$ cat src/io_ctl_pkg.sv
// Constants, types and helpers for the I/O cell control bus.
`default_nettype none
package io_ctl_pkg;
    localparam int NLINE     = 12;
    localparam int NCELL     = 8;
    localparam int NDED      = 6;
    localparam int NDCLK     = 2;
    localparam int NGLOB     = 4;
    localparam int NBLK      = 8;
    localparam int ROW_CH_W  = 16;
    localparam int COL_STEP  = 2;
    localparam int COL_REACH = 4;
    localparam int COL_CH_W  = COL_STEP * (NCELL - 1) + COL_REACH;
    // Shared line positions
    localparam int LN_CE0    = 6;
    localparam int LN_CLK_A  = 6;
    localparam int LN_XOE_A  = 7;
    localparam int LN_CLR_A  = 8;
    localparam int LN_XOE_B  = 9;
    localparam int LN_CLR_B  = 10;
    localparam int LN_CLK_B  = 11;
    // Cell selector codes
    localparam logic [1:0] CLK_BUS_A = 2'h0;
    localparam logic [1:0] CLK_BUS_B = 2'h1;
    localparam logic [1:0] CLK_PIN0  = 2'h2;
    localparam logic [1:0] CLR_BUS_A = 2'h1;
    localparam logic [1:0] CLR_BUS_B = 2'h2;
    localparam logic [2:0] CE_ALWAYS = 3'h7;
    // Register byte addresses and control register reset value
    localparam logic [11:0] ADDR_CTRL   = 12'h000;
    localparam logic [11:0] ADDR_STATUS = 12'h004;
    localparam logic [11:0] ADDR_STATE  = 12'h008;
    localparam logic [11:0] ADDR_LINE   = 12'h040;
    localparam logic [11:0] ADDR_CELL   = 12'h080;
    localparam logic [4:0]  CTRL_RST    = 5'h00;

    typedef enum logic [1:0] {SRC_DED, SRC_ROW_LC, SRC_COL_ROW} src_mode_t;

    typedef struct packed {
        logic [3:0] idx;
        logic [1:0] mode;
    } line_src_t;

    typedef struct packed {
        logic [3:0] mux_idx;
        logic       col_mode;
        logic       lc_ctl;
        logic [2:0] oe_sel;
        logic [2:0] ce_sel;
        logic [1:0] clr_sel;
        logic [1:0] clk_sel;
        logic       reg_used;
        logic       is_out;
    } cell_cfg_t;

    typedef struct packed {
        logic [NLINE-1:0] line;
        logic [NDCLK-1:0] dclk;
        logic             dev_clr_n;
        logic             tristate;
    } cell_ctl_t;

    function automatic int oe_line(input logic [2:0] sel);
        return (sel == 3'h6) ? LN_XOE_A : (sel == 3'h7) ? LN_XOE_B : int'(sel);
    endfunction

    function automatic int glob_line(input int k);
        return (k == 0) ? LN_CLK_A : (k == 1) ? LN_XOE_A : (k == 2) ? LN_XOE_B : LN_CLK_B;
    endfunction
endpackage
`default_nettype wire

$ cat src/io_ctl_bus.sv
// Top level: APB registers, control bus line sourcing, globals and cells.
//
// Register access over APB and the placing of the registers were decided locally.
`default_nettype none
module io_ctl_bus
    import io_ctl_pkg::*;
(
    // Clock and reset
    input  wire logic                           SYS_CLK_I,
    input  wire logic                           RST_N_I,
    // APB slave
    input  wire logic                           PSEL_I,
    input  wire logic                           PENABLE_I,
    input  wire logic                           PWRITE_I,
    input  wire logic [11:0]                    PADDR_I,
    input  wire logic [31:0]                    PWDATA_I,
    output logic      [31:0]                    PRDATA_O,
    output logic                                PREADY_O,
    output logic                                PSLVERR_O,
    // Dedicated and chip-wide pins
    input  wire logic [NDED-1:0]                DED_IN_I,
    input  wire logic [NDCLK-1:0]               DCLK_I,
    input  wire logic                           DEV_CLR_N_I,
    input  wire logic                           DEV_OE_I,
    // Logic array side
    input  wire logic [NLINE-1:0][NBLK-1:0]     ROW_FIRST_LC_I,
    input  wire logic [ROW_CH_W-1:0]            ROW_CH_I,
    input  wire logic [COL_CH_W-1:0]            COL_CH_I,
    input  wire logic [NCELL-1:0]               LC_CE_I,
    input  wire logic [NCELL-1:0]               LC_OE_I,
    output logic      [NCELL-1:0][1:0]          ROW_DRV_O,
    output logic      [NCELL-1:0][1:0]          COL_DRV_O,
    output logic      [NGLOB-1:0]               GLOBAL_O,
    output logic      [NLINE-1:0]               BUS_LINE_O,
    // Device pins
    input  wire logic [NCELL-1:0]               PIN_I,
    output logic      [NCELL-1:0]               PIN_O,
    output logic      [NCELL-1:0]               PIN_OE_O
);
    typedef struct packed {
        logic [4:0]                  ctrl;
        line_src_t [NLINE-1:0]       line_src;
        cell_cfg_t [NCELL-1:0]       cell_cfg;
        logic [31:0]                 prdata;
        logic                        pready;
        logic                        pslverr;
        logic [NGLOB-1:0]            glob;
        logic [NLINE-1:0]            line_q;
    } top_st_t;

    top_st_t            st_reg;
    top_st_t            st_next;
    logic [NLINE-1:0]   line;
    logic [NGLOB-1:0]   glob_val;
    cell_ctl_t          ctl;
    logic [NCELL-1:0]   cell_data;
    logic               setup;
    logic               access;
    logic [31:0]        rdata;
    logic               hit;
    logic               word_ok;
    logic [11:0]        line_end;
    logic [11:0]        cell_end;

    // Line value from its programmed source
    function automatic logic line_val(input line_src_t src,
                                      input logic [NDED-1:0] ded,
                                      input logic [NBLK-1:0] row_lc,
                                      input logic [COL_CH_W-1:0] col);
        logic v;
        v = 1'b0;
        unique case (src.mode)
            SRC_DED:     v = (src.idx < 4'(NDED)) ? ded[src.idx[2:0]] : 1'b0;
            SRC_ROW_LC:  v = row_lc[src.idx[2:0]];
            SRC_COL_ROW: v = col[src.idx];
            default:     v = 1'b0;
        endcase
        return v;
    endfunction

    // Word index inside a register window
    function automatic logic [11:0] win_idx(input logic [11:0] addr,
                                            input logic [11:0] base);
        return (addr - base) >> 2;
    endfunction

    always_comb begin
        for (int l = 0; l < NLINE; l++) begin
            line[l] = line_val(st_reg.line_src[l], DED_IN_I, ROW_FIRST_LC_I[l], COL_CH_I);
        end
        for (int k = 0; k < NGLOB; k++) begin
            glob_val[k] = st_reg.ctrl[k+1] ? line[glob_line(k)] : DED_IN_I[k];
        end
    end

    assign ctl.line      = line;
    assign ctl.dclk      = DCLK_I;
    assign ctl.dev_clr_n = DEV_CLR_N_I;
    // option gates the chip tristate pin
    assign ctl.tristate  = st_reg.ctrl[0] & ~DEV_OE_I;

    assign setup    = PSEL_I & ~PENABLE_I;
    assign access   = PSEL_I & PENABLE_I & st_reg.pready;
    assign word_ok  = (PADDR_I[1:0] == 2'h0);
    assign line_end = ADDR_LINE + 12'(4 * NLINE);
    assign cell_end = ADDR_CELL + 12'(4 * NCELL);

    always_comb begin
        rdata = 32'h0000_0000;
        hit   = word_ok;
        if (PADDR_I == ADDR_CTRL) begin
            rdata = {27'h0, st_reg.ctrl};
        end else if (PADDR_I == ADDR_STATUS) begin
            rdata = {16'h0, st_reg.glob, st_reg.line_q};
        end else if (PADDR_I == ADDR_STATE) begin
            rdata = {16'h0, PIN_OE_O, cell_data};
        end else if (PADDR_I >= ADDR_LINE && PADDR_I < line_end) begin
            rdata = {26'h0, st_reg.line_src[win_idx(PADDR_I, ADDR_LINE)]};
        end else if (PADDR_I >= ADDR_CELL && PADDR_I < cell_end) begin
            rdata = {14'h0, st_reg.cell_cfg[win_idx(PADDR_I, ADDR_CELL)]};
        end else begin
            hit = 1'b0;
        end
    end

    always_comb begin
        st_next        = st_reg;
        st_next.glob   = glob_val;
        st_next.line_q = line;
        // Ready one cycle after setup, so every access takes two cycles
        st_next.pready = setup;
        if (setup) begin
            // Refused reads return zero, even inside a window
            st_next.prdata  = (PWRITE_I || !hit) ? 32'h0000_0000 : rdata;
            st_next.pslverr = ~hit || (PWRITE_I &&
                              (PADDR_I == ADDR_STATUS || PADDR_I == ADDR_STATE));
        end
        if (access && PWRITE_I && !st_reg.pslverr) begin
            if (PADDR_I == ADDR_CTRL) begin
                st_next.ctrl = PWDATA_I[4:0];
            end else if (PADDR_I >= ADDR_LINE && PADDR_I < line_end) begin
                st_next.line_src[win_idx(PADDR_I, ADDR_LINE)] = PWDATA_I[5:0];
            end else if (PADDR_I >= ADDR_CELL && PADDR_I < cell_end) begin
                st_next.cell_cfg[win_idx(PADDR_I, ADDR_CELL)] = PWDATA_I[17:0];
            end
        end
    end

    always_ff @(posedge SYS_CLK_I or negedge RST_N_I) begin
        if (!RST_N_I) begin
            st_reg      <= '0;
            st_reg.ctrl <= CTRL_RST;
        end else begin
            st_reg <= st_next;
        end
    end

    for (genvar c = 0; c < NCELL; c++) begin : g_cell
        io_cell_unit #(
            .CELL      (c)
        ) u_cell (
            .clk_i     (SYS_CLK_I),
            .rst_n_i   (RST_N_I),
            .cfg_i     (st_reg.cell_cfg[c]),
            .ctl_i     (ctl),
            .lc_ce_i   (LC_CE_I[c]),
            .lc_oe_i   (LC_OE_I[c]),
            .pin_i     (PIN_I[c]),
            .row_ch_i  (ROW_CH_I),
            .col_ch_i  (COL_CH_I),
            .pin_o     (PIN_O[c]),
            .pin_oe_o  (PIN_OE_O[c]),
            .row_drv_o (ROW_DRV_O[c]),
            .col_drv_o (COL_DRV_O[c]),
            .data_o    (cell_data[c])
        );
    end

    assign PRDATA_O   = st_reg.prdata;
    assign PREADY_O   = st_reg.pready;
    assign PSLVERR_O  = st_reg.pslverr;
    assign GLOBAL_O   = st_reg.glob;
    assign BUS_LINE_O = st_reg.line_q;

    a_ded_source: assert property (@(posedge SYS_CLK_I) disable iff (!RST_N_I)
        RST_N_I && st_reg.line_src[0].mode == SRC_DED && st_reg.line_src[0].idx == 4'h0
        |=> BUS_LINE_O[0] == $past(DED_IN_I[0]))
        else $error("line not following dedicated pin");
    a_row_source: assert property (@(posedge SYS_CLK_I) disable iff (!RST_N_I)
        st_reg.line_src[3].mode == SRC_ROW_LC
        |=> BUS_LINE_O[3] == $past(ROW_FIRST_LC_I[3][st_reg.line_src[3].idx[2:0]]))
        else $error("line not following first logic cell");
    a_col_source: assert property (@(posedge SYS_CLK_I) disable iff (!RST_N_I)
        st_reg.line_src[8].mode == SRC_COL_ROW
        |=> BUS_LINE_O[8] == $past(COL_CH_I[st_reg.line_src[8].idx]))
        else $error("line not following column route");
    a_global_bus: assert property (@(posedge SYS_CLK_I) disable iff (!RST_N_I)
        st_reg.ctrl[4] |=> GLOBAL_O[3] == $past(line[LN_CLK_B]))
        else $error("global not driven from shared line");
    a_global_pin: assert property (@(posedge SYS_CLK_I) disable iff (!RST_N_I)
        RST_N_I && !st_reg.ctrl[1] |=> GLOBAL_O[0] == $past(DED_IN_I[0]))
        else $error("global not driven from dedicated pin");
    a_apb_ready: assert property (@(posedge SYS_CLK_I) disable iff (!RST_N_I)
        setup |=> PREADY_O ##1 !PREADY_O)
        else $error("ready not a single cycle after setup");
    a_apb_unmapped: assert property (@(posedge SYS_CLK_I) disable iff (!RST_N_I)
        setup && PADDR_I == 12'h0fc |=> PSLVERR_O && PRDATA_O == 32'h0000_0000)
        else $error("unmapped address not refused");
    a_cfg_write: assert property (@(posedge SYS_CLK_I) disable iff (!RST_N_I)
        access && PWRITE_I && !PSLVERR_O && PADDR_I == ADDR_CELL
        |=> st_reg.cell_cfg[0] == $past(PWDATA_I[17:0]))
        else $error("cell configuration not stored");
    c_apb_write: cover property (@(posedge SYS_CLK_I) disable iff (!RST_N_I)
        access && PWRITE_I && PADDR_I == ADDR_CTRL);
    c_glob_int: cover property (@(posedge SYS_CLK_I) disable iff (!RST_N_I)
        st_reg.ctrl[1] && line[LN_CLK_A]);
endmodule
`default_nettype wire

$ cat src/io_cell_unit.sv
// One I/O cell: control selection, register, pin buffer and routing drivers.
`default_nettype none
module io_cell_unit
    import io_ctl_pkg::*;
#(
    parameter int CELL = 0
) (
    // Clock and reset
    input  wire logic                 clk_i,
    input  wire logic                 rst_n_i,
    // Configuration and controls
    input  wire cell_cfg_t            cfg_i,
    input  wire cell_ctl_t            ctl_i,
    input  wire logic                 lc_ce_i,
    input  wire logic                 lc_oe_i,
    // Pin and routing
    input  wire logic                 pin_i,
    input  wire logic [ROW_CH_W-1:0]  row_ch_i,
    input  wire logic [COL_CH_W-1:0]  col_ch_i,
    output logic                      pin_o,
    output logic                      pin_oe_o,
    output logic [1:0]                row_drv_o,
    output logic [1:0]                col_drv_o,
    output logic                      data_o
);
    typedef struct packed {
        logic       clk_prev;
        logic       data;
        logic       pin;
        logic       pin_oe;
        logic [1:0] row_drv;
        logic [1:0] col_drv;
    } cell_st_t;

    cell_st_t st_reg;
    cell_st_t st_next;
    logic     clk_sel;
    logic     edge_seen;
    logic     ce;
    logic     oe;
    logic     clr;
    logic     dsrc;
    logic     val;

    always_comb begin
        st_next = st_reg;
        unique case (cfg_i.clk_sel)
            CLK_BUS_A: clk_sel = ctl_i.line[LN_CLK_A];
            CLK_BUS_B: clk_sel = ctl_i.line[LN_CLK_B];
            CLK_PIN0:  clk_sel = ctl_i.dclk[0];
            default:   clk_sel = ctl_i.dclk[1];
        endcase
        edge_seen = clk_sel & ~st_reg.clk_prev;
        if (cfg_i.lc_ctl) begin
            ce = lc_ce_i;
            oe = lc_oe_i;
        end else begin
            ce = (cfg_i.ce_sel >= 3'h6) ? 1'b1 : ctl_i.line[LN_CE0 + int'(cfg_i.ce_sel)];
            oe = ctl_i.line[oe_line(cfg_i.oe_sel)];
        end
        clr = (cfg_i.clr_sel == CLR_BUS_A) ? ctl_i.line[LN_CLR_A] :
              (cfg_i.clr_sel == CLR_BUS_B) ? ctl_i.line[LN_CLR_B] : 1'b0;
        if (!cfg_i.is_out) begin
            dsrc = pin_i;
        end else if (cfg_i.col_mode) begin
            dsrc = col_ch_i[CELL * COL_STEP + int'(cfg_i.mux_idx[1:0])];
        end else begin
            dsrc = row_ch_i[cfg_i.mux_idx];
        end
        st_next.clk_prev = clk_sel;
        if (!ctl_i.dev_clr_n || clr) begin
            st_next.data = 1'b0;
        end else if (edge_seen && ce) begin
            st_next.data = dsrc;
        end
        val = cfg_i.reg_used ? st_reg.data : dsrc;
        st_next.pin = cfg_i.is_out & val;
        st_next.pin_oe = cfg_i.is_out & oe & ~ctl_i.tristate;
        st_next.row_drv = (!cfg_i.is_out && !cfg_i.col_mode) ? {2{val}} : 2'h0;
        st_next.col_drv = (!cfg_i.is_out && cfg_i.col_mode) ? {2{val}} : 2'h0;
    end

    always_ff @(posedge clk_i or negedge rst_n_i) begin
        if (!rst_n_i) begin
            st_reg <= '0;
        end else begin
            st_reg <= st_next;
        end
    end

    assign pin_o     = st_reg.pin;
    assign pin_oe_o  = st_reg.pin_oe;
    assign row_drv_o = st_reg.row_drv;
    assign col_drv_o = st_reg.col_drv;
    assign data_o    = st_reg.data;

    a_chip_reset: assert property (@(posedge clk_i) disable iff (!rst_n_i)
        !ctl_i.dev_clr_n |=> !st_reg.data)
        else $error("cell register not cleared by chip reset");
    a_gated_capture: assert property (@(posedge clk_i) disable iff (!rst_n_i)
        ctl_i.dev_clr_n && !clr && edge_seen && ce |=> st_reg.data == $past(dsrc))
        else $error("enabled clock edge did not capture");
    a_hold_idle: assert property (@(posedge clk_i) disable iff (!rst_n_i)
        ctl_i.dev_clr_n && !clr && !(edge_seen && ce) |=> $stable(st_reg.data))
        else $error("register changed without enabled edge");
    a_tristate_all: assert property (@(posedge clk_i) disable iff (!rst_n_i)
        ctl_i.tristate |=> !pin_oe_o)
        else $error("pin driven during chip tristate");
    a_lc_oe_take: assert property (@(posedge clk_i) disable iff (!rst_n_i)
        cfg_i.lc_ctl && cfg_i.is_out && !ctl_i.tristate |=> pin_oe_o == $past(lc_oe_i))
        else $error("logic cell output enable not followed");
    a_row_input: assert property (@(posedge clk_i) disable iff (!rst_n_i)
        !cfg_i.is_out && !cfg_i.col_mode |=> row_drv_o[0] == row_drv_o[1] && col_drv_o == 2'h0)
        else $error("row input drive mismatch");
    c_capture: cover property (@(posedge clk_i) disable iff (!rst_n_i)
        ctl_i.dev_clr_n && edge_seen && ce && dsrc);
    c_tristate: cover property (@(posedge clk_i) disable iff (!rst_n_i)
        cfg_i.is_out && oe ##1 ctl_i.tristate);
endmodule
`default_nettype wire

$ cat config.mk
export PLATFORM = sky130hd
export DESIGN_NAME = io_ctl_bus
export DESIGN_NICKNAME = d
export VERILOG_FILES = /design/src/io_ctl_pkg.sv /design/src/io_ctl_bus.sv /design/src/io_cell_unit.sv
export SDC_FILE = /design/constraint.sdc
export NUM_CORES = 1
export LEC_CHECK = 0
export BUFFER_PORTS_ARGS = -buffer_cell sky130_fd_sc_hd__buf_2
export CORE_ASPECT_RATIO = 0.75
export CORE_MARGIN = 2
export CORE_UTILIZATION = 30
export CTS_CLUSTER_SIZE = 16
export DETAILED_ROUTE_END_ITERATION = 16
export PLACE_DENSITY = 0.59
export SYNTH_ARGS = -nofsm -noshare
export SYNTH_HDL_FRONTEND = slang
export SYNTH_SLANG_ARGS = --single-unit
export TNS_END_PERCENT = 1
$ cat constraint.sdc
create_clock -name SYS_CLK_I -period 3.01 [get_ports SYS_CLK_I]
set_input_delay 0.301 -clock SYS_CLK_I [delete_from_list [all_inputs] [get_ports SYS_CLK_I]]
set_output_delay 0.301 -clock SYS_CLK_I [all_outputs]
set_load 0.02 [all_outputs]
==> summary.md <==
| Metric | Value |
|---|---|
| Share of layout cells above drive strength 1 | 47.7% |
| Global placement routability congestion | 0.958 |
| Top cells by area, synth | dfrtp_1 36%, mux4_2 18%, mux2_2 13%, mux2i_1 5.5%, buf_4 3.6% |
| GRT overflow | 0 |
| R2r endpoint | g_cell[5].u_cell.pin_oe_o |
| Port Buffers | 282 |
| Clock skew | 25.4 ps |
| Worst-Skew Late Latency | 570 ps |
| Fmax | 0.332 GHz |
| Largest net degree at the start of global routing | 73 |
| Slew Viols, Final | 0 |
| CTS tree | done |
| Area of the multi-input gates | 12200 sq um |
| Vias/cell | 5.62 |
| Sequence of cells on the critical path | buf_4 -> mux4_2 -> mux2i_1 -> o31a_1 -> a31oi_4 -> buf_4 -> buf_4 -> mux4_2 -> nand2_1 -> o211ai_1 -> o2111a_1 |
| Max FFs per register | 221 |
| Maxcap violations | 0 |
| Die area | 72900 sq um |
| Synth-to-layout area growth | 20.7% |
| Placed cell area | 24100 sq um |
| Syn Std Cell Area | 21200 sq um |
| R2R setup slack | -5 ps |
| Clk slew on worst S/H paths | 60 ps |
| Post-synthesis cell count | 1785 |
| Max VDD drop | 324 uV |
| Final Hold Fails | 0 |
| PnR worst setup slack | -5.42 ps |
| Max-slew headroom | 49.8% |
| H-Tree Level Count | 2 |
| WHS | 30.7 ps |
| Status | finished with violations |
| Num ports | 311 |
| RSZ-0062 raised after global routing | true |
| Routed wire length per instance | 26.9 microns |
| Synth top area share | 36.0% |
| Worst setup path end | g_cell[5].u_cell.pin_oe_o |
| FF-to-FF Start | st_reg[226] |
| Synth warn | 0 |
| Pwr/cell area | 387 nW/um^2 |
| Most Frequent Cell on Critical Path | buf_4 |
| Global-route wire length before repair | 120000 microns |
| Violated checks | setup timing |
| Clock buffer depth | 3 |
| Synthesized flop and latch total | 305 |
| CP Data Arrival Time | 3470 ps |
| Period minus WS final | 3020 ps |
| HP Class | in -> reg |
| Sequential Area | 7640 sq um |
| Synth Area per Inst | 11.9 sq um |
| Antenna-violating nets left | 0 |
| Count of clock tree sinks | 305 |
| Largest area contributor in the synthesized netlist | dfrtp_1 |
| CTS buffer count | 37 |
| Most frequent cells after synthesis | 305 x dfrtp_1, 248 x mux2_2, 172 x mux4_2, 123 x nand2_1, 117 x mux2i_1 |
| Finished Cell Area | 25600 sq um |
| Most common cell in the netlist | dfrtp_1 |
| Initial antenna violation count | 6 |
| Total GRT Usage | 22.3% |
| WL final | 81900 microns |
| Dominant synthesized flop cell | dfrtp_1 |
| CP Class | reg -> reg |
| CP endpoint kind | register |
| Starting Density | 30.3% |
| Core Area | 70100 sq um |
| Ys async rst share | 100% |
| Part of the cycle the worst path needs | 100% |
| Slew @ Worst Pin | 753 ps |
| Tot Pwr | 9910 uW |
| CP max stage delay | 510 ps |
| # diodes | 0 |
| Die width | 311 microns |
| Residual DRC count | 0 |
| Vias in the first global route | 17225 |
| Slowest CP cell | mux4_2 |
| Post-synth EDFFs | 0 |
| Pre-Repair DR Iteration Count | 5 |
| Number of fill cells | 6872 |
| Root Driver | clkbuf_16 |
| Dpl hpwl | 62700 microns |
| 1st-iter DRT viols | 1639 |
| Via Count | 17128 |
| Static Leak | 0.0111 uW |
| Worst Setup Start Kind | register |
| Final setup violation count | 1 |
| Worst setup path start | st_reg[226] |
| Die height | 234 microns |
| Final nets | 2309 |
| Cell count of the worst reg-to-reg path | 11 |
| CP required | 3460 ps |
| Row count | 84 |
| Sequential share of the synthesized area | 36.0% |
| Synth cell types | 84 |
| Crit path max fanout | 8 |
-- worst max-delay path, delay by kind of cell (launching register included) --
| family | cells | cell delay (ps) |
|---|---|---|
| AND/OR/NAND/NOR | 1 | 80 |
| AO/OA/AOI/OAI | 4 | 740 |
| multiplexers | 3 | 1110 |
| buffers and inverters | 3 | 510 |
| flip-flops | 1 | 450 |
-- through the flow --
step | TNS [ps] | worst slack, ps | util [%] | instances
2_1_floorplan | 0 | 337 | - | 1798
3_3_place_gp | -940 | -198 | 34.4 | 2975
3_5_place_dp | -1020 | -215 | 34.4 | 2975
4_1_cts | -33.0 | -25.0 | 36.4 | 3047
5_1_grt | -1350 | -121 | 36.6 | 3050
6_report | -5.42 | -5.42 | 36.6 | 3050
-- kinds of logic (layout without fill, tap and decap cells) --
| family | after synthesis | count (layout) | synth area share [%] |
|---|---|---|---|
| mux | 543 | 543 | 37.5 |
| compound gates | 253 | 253 | 9.04 |
| fa+ha+maj | 18 | 18 | 1.06 |
| xor+xnor | 1 | 1 | 0.0413 |
| flops | 305 | 305 | 36.0 |
| other cells | 1 | 14 | 0.0177 |
| buf+inv | 295 | 601 | 7.46 |
| simple gates | 369 | 369 | 8.96 |
-- layout make-up --
cell class              count  area share (%)
multi-input cells        1198            47.6
clock buffers              47            4.03
flip-flops and latches    305            29.8
well taps                 946            4.62
repair buffers            471            12.2
inverters                  65           0.967
clock inverters            18           0.752
-- power by group --
group | leakage [uW] | total (uW) | internal [uW] | switching (uW)
sequential | 0.00415 | 4150 | 4130 | 25.8
combinational | 0.00633 | 1200 | 472 | 726
clock | 0.000598 | 4560 | 2630 | 1930
total | 0.0111 | 9910 | 7230 | 2680
-- placed cells by master (no fill, tap or decap), types with 7 or more instances in the layout --
cell	synthesis	layout
ha_1	18	18
buf_2	38	279
conb_1	1	14
or3_1	8	8
mux4_2	172	172
a221oi_1	15	15
dfrtp_2	0	10
clkbuf_16	0	37
nand3b_1	13	13
nand4_1	8	8
a22oi_1	19	19
o21ai_0	45	44
nand2_1	123	123
nor2b_1	25	25
nor2_1	61	61
and2_1	12	12
o22ai_1	16	14
buf_12	0	20
a211oi_1	25	24
nor3_1	19	19
buf_4	103	162
mux2i_1	117	115
o2111a_1	8	8
o211ai_1	27	27
clkbuf_8	0	7
mux2_2	248	248
inv_1	62	62
dfrtp_1	305	295
nand2b_1	30	30
a22o_1	9	9
nand3_1	30	29
a21oi_1	17	17
-- per-layer routing --
metal  wire length, microns  vias to the layer above  part of all wire, %  GRT usage [%]
met5                     68                        -                0.083              0
met4                   2510                       10                  3.1           6.78
met3                   8240                      153                   10           6.15
met2                  34800                      833                   43           33.0
met1                  36300                     8829                   44           31.6
li1                       -                     7303                    -              -
-- how the worst min path moves through the flow --
stage | to | slack, ps | startpoint | cells after the start
detailed placement | PRDATA_O[0] | 330 | RST_N_I | 1
global placement | PRDATA_O[0] | 320 | RST_N_I | 1
finish | g_cell[0].u_cell.pin_oe_o | 30 | LC_OE_I[0] | 2
CTS | g_cell[5].u_cell.pin_oe_o | 20 | LC_OE_I[5] | 2
global route | g_cell[0].u_cell.pin_oe_o | 20 | LC_OE_I[0] | 2
floorplan | BUS_LINE_O[0] | 5 | RST_N_I | 0
-- timing repair --
action | CTS | global route
pin swaps | 2 | 10
gates resized for setup | 21 | 25
endpoints found under the setup margin | 9 | 16
buffers inserted | 4 | 3
gates cloned | 0 | 0
hold buffers | 3 | 0
endpoints found under the hold margin | 63 | 0
(Power assumes the default switching activity.)
